**config.mk**
```make
export PLATFORM = sky130hd
export DESIGN_NAME = spf_pin_ctrl
export DESIGN_NICKNAME = d
export VERILOG_FILES = /design/src/hw/spf_pkg.sv /design/src/hw/spf_pin_ctrl.sv
export VERILOG_INCLUDE_DIRS = /design/src /design/src/hw
export SDC_FILE = /design/constraint.sdc
export NUM_CORES = 1
export LEC_CHECK = 0
export ABC_AREA = 1
export ABC_CLOCK_PERIOD_IN_PS = 3930
export BUFFER_PORTS_ARGS = -buffer_cell sky130_fd_sc_hd__buf_2
export CAP_MARGIN = 25
export CORE_MARGIN = 1.5
export CORE_UTILIZATION = 45
export CTS_BUF_LIST = sky130_fd_sc_hd__clkbuf_4
export DETAILED_ROUTE_END_ITERATION = 6
export PLACE_DENSITY = 0.77
export SLEW_MARGIN = 5
export SYNTH_ARGS = -nofsm -noshare
export SYNTH_HDL_FRONTEND = slang
export SYNTH_SLANG_ARGS = --single-unit
```
**constraint.sdc**
```tcl
create_clock -name sys_clk -period 3.93 [get_ports sys_clk]
set_input_delay 0.5895 -clock sys_clk [delete_from_list [all_inputs] [get_ports sys_clk]]
set_output_delay 0.5895 -clock sys_clk [all_outputs]
set_load 0.005 [all_outputs]
```
**src/hw/spf_regs.svh**
```systemverilog
// Register offsets, field positions and reset values of the pin-function block.
// Assumes a 32-bit APB slave decoding byte addresses on aligned words.
`ifndef SPF_REGS_SVH
`define SPF_REGS_SVH

// ****************************************
// Register offsets
// ****************************************
`define SPF_CTRL_OFS      12'h000
`define SPF_STAT_OFS      12'h004

// ****************************************
// Control register fields
// ****************************************
`define SPF_CTRL_W        6
`define SPF_CTRL_RST      6'h00

// ****************************************
// Status register fields
// ****************************************
`define SPF_STAT_ROLE_LSB 0
`define SPF_STAT_FAULT    8
`define SPF_STAT_LVL_LSB  9

// ****************************************
// Pin indexes
// ****************************************
`define SPF_PIN_SCK       0
`define SPF_PIN_MOSI      1
`define SPF_PIN_MISO      2
`define SPF_PIN_SEL       3
`define SPF_NPINS         4

`endif

```
**src/hw/spf_pkg.sv**
```systemverilog
// Types shared by the pin-function block and its surroundings.
// Assumes the offsets and fields of spf_regs.svh.
package spf_pkg;

    typedef enum logic [1:0] {SPF_ROLE_GPIO, SPF_ROLE_IN, SPF_ROLE_OUT} spf_role_t;

    // Bit 0 is interface_enable, upward in declaration order reversed
    typedef struct packed {
        logic select_output_enable;
        logic mode_fault_enable;
        logic bidir_output_enable;
        logic single_wire_select;
        logic master;
        logic interface_enable;
    } spf_ctrl_t;

    // Values the shift engine wants on its pins
    typedef struct packed {
        logic sck;
        logic data;
        logic sel_n;
    } spf_eng_out_t;

    // Sampled pin values handed to the shift engine
    typedef struct packed {
        logic sck;
        logic sck_rise;
        logic sck_fall;
        logic data;
        logic sel_n;
        logic mode_fault;
    } spf_eng_in_t;

endpackage

```
**src/hw/spf_pin_ctrl.sv**
```systemverilog
// Pin-function control of a serial peripheral interface: decides per pin
// whether the shift engine or the general-purpose port owns it, and which way.
// Assumes an APB master on sys_clk, a shift engine on sys_clk, and pins that
// are asynchronous to sys_clk (the serial clock included).
//
// Added by the designer: the APB slave port and the address map.
`timescale 1ns/1ns
`include "spf_regs.svh"

// Function
// - Disabled: all pins to port logic
// - Clock pin input as slave, output as master
// - Two-wire: MOSI out master, in slave
// - Single-wire master: MOSI shared, direction bit
// - Single-wire slave: MOSI back to port
// - Two-wire: MISO in master, out slave
// - Single-wire slave: MISO shared, direction bit
// - Single-wire master: MISO back to port
// - Slave: select is active-low input
// - Master without fault check: select to port
// - Master with fault check: select by bit
module spf_pin_ctrl
    import spf_pkg::*;
#(
    parameter int ADDR_W = 12
)
(
    input  wire logic                sys_clk,  // System clock, 20 MHz
    input  wire logic                nrst,     // Asynchronous reset, active low
    input  wire logic                ce,       // Clock enable, freezes all state
    input  wire logic                psel,     // APB select
    input  wire logic                penable,  // APB access phase
    input  wire logic                pwrite,   // APB direction
    input  wire logic [ADDR_W-1:0]   paddr,    // APB byte address
    input  wire logic [31:0]         pwdata,   // APB write data
    output logic      [31:0]         prdata,   // APB read data
    output logic                     pready,   // APB ready
    output logic                     pslverr,  // APB error, unmapped address
    input  wire logic [3:0]          pin_in,   // Pin levels: sck, mosi, miso, sel
    output logic      [3:0]          pin_out,  // Pin output values
    output logic      [3:0]          pin_oe,   // Pin output enables, high drives
    input  wire logic [3:0]          gpio_out, // Port logic output values
    input  wire logic [3:0]          gpio_oe,  // Port logic output enables
    output logic      [3:0]          gpio_in,  // Synchronised pin levels for port
    output logic      [3:0]          spi_owns, // Pin owned by the interface
    input  wire spf_eng_out_t        eng_out,  // Engine drive values
    output spf_eng_in_t              eng_in,   // Sampled inputs for engine
    output spf_ctrl_t                ctrl      // Control bits for engine
);

    // ****************************************
    // Elaboration checks
    // ****************************************
    generate
        if (ADDR_W < 3 || ADDR_W > 32)
        begin : g_bad_addr
            $error("spf_pin_ctrl: ADDR_W must lie in 3..32");
        end
    endgenerate

    // ****************************************
    // Declarations
    // ****************************************
    spf_ctrl_t          ctrl_r;
    spf_ctrl_t          ctrl_nxt;
    logic               fault_r;
    logic               fault_nxt;
    logic [31:0]        rdata_r;
    logic [31:0]        rdata_nxt;
    logic [3:0]         sync1_r;
    logic [3:0]         sync1_nxt;
    logic [3:0]         sync2_r;
    logic [3:0]         sync2_nxt;
    logic               sck_prev_r;
    logic               sck_prev_nxt;
    logic [3:0]         pout_r;
    logic [3:0]         pout_nxt;
    logic [3:0]         poe_r;
    logic [3:0]         poe_nxt;
    logic [3:0]         owns_r;
    logic [3:0]         owns_nxt;
    spf_eng_in_t        ein_r;
    spf_eng_in_t        ein_nxt;
    spf_role_t          role [`SPF_NPINS];
    logic [3:0]         eng_val;
    logic [7:0]         role_bits;
    logic               wr_acc;
    logic               setup;
    logic               hit_ctrl;
    logic               hit_stat;
    logic               fault_evt;

    // ****************************************
    // APB slave
    // ****************************************
    assign hit_ctrl = paddr == ADDR_W'(`SPF_CTRL_OFS);
    assign hit_stat = paddr == ADDR_W'(`SPF_STAT_OFS);
    assign setup    = ce && psel && !penable;
    assign wr_acc   = ce && psel && penable && pwrite;

    // Read data is captured in the setup cycle so it leaves a flop; a frozen
    // clock enable also holds off the handshake, but a read whose setup cycle is frozen completes with stale data.
    assign pready  = ce;
    assign pslverr = psel && penable && !(hit_ctrl || hit_stat);
    assign prdata  = rdata_r;

    always_comb
    begin
        role_bits = '0;
        for (int i = 0; i < `SPF_NPINS; i++)
        begin
            role_bits[2*i +: 2] = role[i];
        end
    end

    always_comb
    begin
        ctrl_nxt  = ctrl_r;
        fault_nxt = fault_r;
        rdata_nxt = rdata_r;
        if (wr_acc && hit_ctrl)
        begin
            ctrl_nxt = pwdata[`SPF_CTRL_W-1:0];
        end
        // Write one clears the fault flag, but a new fault wins
        if (wr_acc && hit_stat && pwdata[`SPF_STAT_FAULT])
        begin
            fault_nxt = 1'b0;
        end
        if (fault_evt)
        begin
            fault_nxt = 1'b1;
        end
        if (setup)
        begin
            rdata_nxt = '0;
            if (hit_ctrl)
            begin
                rdata_nxt[`SPF_CTRL_W-1:0] = ctrl_r;
            end
            else if (hit_stat)
            begin
                rdata_nxt[`SPF_STAT_ROLE_LSB +: 8] = role_bits;
                rdata_nxt[`SPF_STAT_FAULT]         = fault_r;
                rdata_nxt[`SPF_STAT_LVL_LSB +: 4]  = sync2_r;
            end
        end
    end

    always_ff @(posedge sys_clk or negedge nrst)
    begin
        if (!nrst)
        begin
            ctrl_r  <= `SPF_CTRL_RST;
            fault_r <= 1'b0;
            rdata_r <= '0;
        end
        else
        begin
            ctrl_r  <= ctrl_nxt;
            fault_r <= fault_nxt;
            rdata_r <= rdata_nxt;
        end
    end

    assign ctrl = ctrl_r;

    // ****************************************
    // Pin roles
    // ****************************************
    always_comb
    begin
        for (int i = 0; i < `SPF_NPINS; i++)
        begin
            role[i] = SPF_ROLE_GPIO;
        end
        if (ctrl_r.interface_enable)
        begin
            role[`SPF_PIN_SCK] = ctrl_r.master ? SPF_ROLE_OUT : SPF_ROLE_IN;
            if (!ctrl_r.single_wire_select)
            begin
                role[`SPF_PIN_MOSI] = ctrl_r.master ? SPF_ROLE_OUT : SPF_ROLE_IN;
                role[`SPF_PIN_MISO] = ctrl_r.master ? SPF_ROLE_IN : SPF_ROLE_OUT;
            end
            else if (ctrl_r.master)
            begin
                role[`SPF_PIN_MOSI] = ctrl_r.bidir_output_enable ? SPF_ROLE_OUT
                                                                  : SPF_ROLE_IN;
                role[`SPF_PIN_MISO] = SPF_ROLE_GPIO;
            end
            else
            begin
                role[`SPF_PIN_MOSI] = SPF_ROLE_GPIO;
                role[`SPF_PIN_MISO] = ctrl_r.bidir_output_enable ? SPF_ROLE_OUT
                                                                  : SPF_ROLE_IN;
            end
            if (!ctrl_r.master)
            begin
                role[`SPF_PIN_SEL] = SPF_ROLE_IN;
            end
            else if (!ctrl_r.mode_fault_enable)
            begin
                role[`SPF_PIN_SEL] = SPF_ROLE_GPIO;
            end
            else
            begin
                role[`SPF_PIN_SEL] = ctrl_r.select_output_enable ? SPF_ROLE_OUT
                                                                 : SPF_ROLE_IN;
            end
        end
    end

    // ****************************************
    // Pin drivers
    // ****************************************
    assign eng_val[`SPF_PIN_SCK]  = eng_out.sck;
    assign eng_val[`SPF_PIN_MOSI] = eng_out.data;
    assign eng_val[`SPF_PIN_MISO] = eng_out.data;
    assign eng_val[`SPF_PIN_SEL]  = eng_out.sel_n;

    genvar gp;
    generate
        for (gp = 0; gp < `SPF_NPINS; gp++)
        begin : g_pin
            always_comb
            begin
                pout_nxt[gp] = pout_r[gp];
                poe_nxt[gp]  = poe_r[gp];
                owns_nxt[gp] = owns_r[gp];
                if (ce)
                begin
                    case (role[gp])
                        SPF_ROLE_OUT:
                        begin
                            pout_nxt[gp] = eng_val[gp];
                            poe_nxt[gp]  = 1'b1;
                            owns_nxt[gp] = 1'b1;
                        end
                        SPF_ROLE_IN:
                        begin
                            pout_nxt[gp] = 1'b0;
                            poe_nxt[gp]  = 1'b0;
                            owns_nxt[gp] = 1'b1;
                        end
                        default:
                        begin
                            pout_nxt[gp] = gpio_out[gp];
                            poe_nxt[gp]  = gpio_oe[gp];
                            owns_nxt[gp] = 1'b0;
                        end
                    endcase
                end
            end
        end
    endgenerate

    // ****************************************
    // Input sampling
    // ****************************************
    // Pins, the serial clock among them, are asynchronous: two flops first.
    // The slow link clock (400 ns) is oversampled here, so edges come late by
    // two to three system cycles; the engine must allow for that skew.
    always_comb
    begin
        sync1_nxt    = ce ? pin_in : sync1_r;
        sync2_nxt    = ce ? sync1_r : sync2_r;
        sck_prev_nxt = sck_prev_r;
        ein_nxt      = ein_r;
        fault_evt    = 1'b0;
        if (ce)
        begin
            ein_nxt = '{sck: 1'b0, sck_rise: 1'b0, sck_fall: 1'b0,
                        data: 1'b0, sel_n: 1'b1, mode_fault: 1'b0};
            // History follows the pin in every role, so a clock pin that was
            // driven high does not read as a fresh rise once it turns input
            sck_prev_nxt = sync2_r[`SPF_PIN_SCK];
            if (role[`SPF_PIN_SCK] == SPF_ROLE_IN)
            begin
                ein_nxt.sck      = sync2_r[`SPF_PIN_SCK];
                ein_nxt.sck_rise = sync2_r[`SPF_PIN_SCK] && !sck_prev_r;
                ein_nxt.sck_fall = !sync2_r[`SPF_PIN_SCK] && sck_prev_r;
            end
            if (role[`SPF_PIN_MOSI] == SPF_ROLE_IN)
            begin
                ein_nxt.data = sync2_r[`SPF_PIN_MOSI];
            end
            else if (role[`SPF_PIN_MISO] == SPF_ROLE_IN)
            begin
                ein_nxt.data = sync2_r[`SPF_PIN_MISO];
            end
            if (role[`SPF_PIN_SEL] == SPF_ROLE_IN)
            begin
                if (!ctrl_r.master)
                begin
                    ein_nxt.sel_n = sync2_r[`SPF_PIN_SEL];
                end
                else
                begin
                    // low level is a mode fault
                    ein_nxt.mode_fault = !sync2_r[`SPF_PIN_SEL];
                    fault_evt          = !sync2_r[`SPF_PIN_SEL];
                end
            end
        end
    end

    always_ff @(posedge sys_clk or negedge nrst)
    begin
        if (!nrst)
        begin
            sync1_r    <= '0;
            sync2_r    <= '0;
            sck_prev_r <= 1'b0;
            ein_r      <= '{sck: 1'b0, sck_rise: 1'b0, sck_fall: 1'b0,
                            data: 1'b0, sel_n: 1'b1, mode_fault: 1'b0};
            pout_r     <= '0;
            poe_r      <= '0;
            owns_r     <= '0;
        end
        else
        begin
            sync1_r    <= sync1_nxt;
            sync2_r    <= sync2_nxt;
            sck_prev_r <= sck_prev_nxt;
            ein_r      <= ein_nxt;
            pout_r     <= pout_nxt;
            poe_r      <= poe_nxt;
            owns_r     <= owns_nxt;
        end
    end

    assign eng_in   = ein_r;
    assign pin_out  = pout_r;
    assign pin_oe   = poe_r;
    assign spi_owns = owns_r;
    assign gpio_in  = sync2_r;

endmodule

```
==> impl_results.md <==
- Worst slew pin tran: 0.530 ns
- Reg2reg end: pin_oe[2]
- Crit path required time: 3.34 ns
- Area Overhead vs Synth: 19.3%
- PD cells: 308 nW/um^2
- VDD IR max: 172 uV
- Tot Pwr: 0.000894 W
- Slowest CP cell: nor2_4
- Final period util: 0.555
- Synth Area in Simple Gates: 0.296
- Post-route ant nets: 0
- Minimum clock period: 2.18 ns
- PortBufs: 82
- Final setup vio count: 0
- Longest Clk Path Bufs: 2
- Clock tree from TritonCTS: yes
- Filler instances: 515
- Iteration-0 DRC Markers: 98
- Top post-synthesis cells by area: dfrtp_1 47%, nand2_1 17%, buf_4 6.5%, nand3_1 3.5%, ha_1 3.1%
- GRT Total Usage: 0.195
- Mapped Area: 2430 um^2
- Max Cap Viol: 0
- Delay of the slowest critical-path stage: 0.26 ns
- Max_slew headroom: 0.646
- Post-CTS Setup Inserts: 0
- Largest net degree at the start of global routing: 48
- Num ports: 127
- Crit path capture type: output pin
- Worst setup margin: 1.75 ns
- Area leader, netlist: dfrtp_1
- Most common cell after layout, fill and taps aside: nand2_1
- CP Class: input port to output pin
- Layout Skew: 0.00764 ns
- Die area: 5860 um^2
- Post-place setup slack: 1.76 ns
- Clk_lat worst skew: 0.36 ns
- Drt pass-1 iters: 4
- Hold crit path type: input port to async pin
- Initial antenna violation count: 0
- FF+latch area: 1180 um^2
- Status: finished, final reports clean
- Setup TNS: 0 ns
- RSZ-0062 raised after global routing: false
- Count of different cell masters after synthesis: 26
- Post-Route WL: 5.35 mm
- Vias in the first global route: 2013
- Leakage power: 1.62 nW
- Synthesized flop and latch total: 47
- Count of clock tree sinks: 47
- Final hold slack: 0.180 ns
- Worst-path fanout max: 9
- First-pass GRT wire length: 9.14 mm
- HPWL reported at the end of detailed placement: 3.96 mm
- CTS Root Cell: clkbuf_4
- Most frequent CP cell: buf_2
- Crit start category: input port
- TritonCTS Buffers: 5
- Placer Congestion: 0.821
- Multi-input logic area: 1040 um^2
- Final hold vios: 0
- Synth top area share: 0.473
- Cell chain of the critical path: buf_2 > nor2_1 > nand2_1 > nor2_4 > nand2_2 > nand4_1 > inv_1 > buf_2
- Reg2reg start: ctrl[0]
- Vias per std cell: 4.63
- DIE WIDTH: 76.5 um
- Share of cells above drive strength 1: 0.291
- Synth Area in Adders: 0.0309
- Synth Area in XOR/XNOR: 0
- Wire per inst: 11.8 um
- Number of hold buffers added after cts: 0
- Routed via count: 2093
- R2R setup slack: 2.09 ns
- Post-Syn Area per Cell: 8.11 um^2
- Synth Warn #: 0
- Die Y: 76.5 um
- Seq/Total Area, Yosys: 0.484
- Resize count post-CTS: 0
- F_max: 459 MHz
- Final nets: 452
- Post-synthesis mux area share: 0
- DR DRC count: 0
- H-tree Lvls: 2
- Gr ovfl total: 0
- Syn Inst Count: 300
- Compound-Gate Fraction of Synth Area: 0.0710
- Initial core utilization: 0.470
- Slew Viols, Final: 0
- Core Footprint: 5170 um^2
- Largest family of logic cells by synthesized area: simple AND/OR/NAND/NOR gates
- CP Launch Point: paddr[11]
- # rows: 26
- Most frequent cells in the layout: 110 x nand2_1, 82 x buf_2, 46 x dfrtp_1
- WP data arrival: 1.59 ns
- Ant. Diodes: 0
- R2R depth: 9
- Clock transition at path regs: 0.13 ns
## metrics by stage
step	utilization	area [um^2]	std cells
CTS	0.557	2880	451
global placement	0.542	2810	443
detailed placement	0.542	2810	443
finish	0.561	2900	452
floorplan	-	2500	318
global route	0.561	2900	452
## synth_stat cells
master      n
o21ai_0    14
clkinv_2    1
a21oi_1     6
nor3b_1     1
or2_1       1
conb_1      1
nand3_1    17
nand4_1     2
inv_1      18
ha_1        6
buf_2       4
nand2_1   110
nand2_2     5
a22oi_1     3
nor2_2      3
buf_6       1
nand3b_1    2
nor2_1     15
buf_4      21
nand3_4     1
dfstp_2     1
nor2_4      5
o21ai_1    10
clkbuf_1    1
dfrtp_1    46
inv_2       5
## how the worst max path moves through the flow
stage / to / slack (ns) / depth (start not counted)
finish: pslverr / 1.75 / 8
global route: pslverr / 1.65 / 8
floorplan: pslverr / 2.09 / 6
CTS: pslverr / 1.75 / 8
detailed placement: pslverr / 1.76 / 8
global placement: pslverr / 1.78 / 8
## state kept, by name, indices dropped and copies added (netlist names), 4 cells and up
| register | count |
|---|---|
| pin_out | 4 |
| spi_owns | 4 |
| ctrl | 6 |
| pin_oe | 4 |
| eng_in | 6 |
| prdata | 13 |
| sync1_r | 4 |
| gpio_in | 4 |
## kinds of logic after synthesis
logic type | Yosys count
AO/OA/AOI/OAI | 33
adder cells (fa/ha/maj) | 6
buffers and inverters | 51
flip-flops | 47
other | 1
AND/OR/NAND/NOR | 162
## critical path, delay by kind of cell
kind	cells	cell delay, ns
and+or+nand+nor	5	0.76
buffers and inverters	3	0.25
## per-layer routing
layer  up-vias  GRT usage  wire length [um]
met4         0     0.0667                72
met1       948      0.262              2430
met3         7     0.0251               246
met2        76      0.326              2600
li1       1062          -                 -
met5         -          0                 0
## layout make-up
cell class,count,area share
clock buffer,5,0.0129
clock inverter,3,0.0134
inverter,24,0.0315
multi-input combinational,220,0.358
sequential,47,0.406
tap,70,0.0302
timing repair buffer,83,0.148
## power breakdown
part            total, W  internal [W]  switching, W  leakage [nW]
clock network   0.000285      0.000131      0.000154        0.0426
registers       0.000517      0.000503     0.0000139         0.622
logic          0.0000925     0.0000388     0.0000537         0.952
Note: power is estimated with default switching activity, not from simulation.
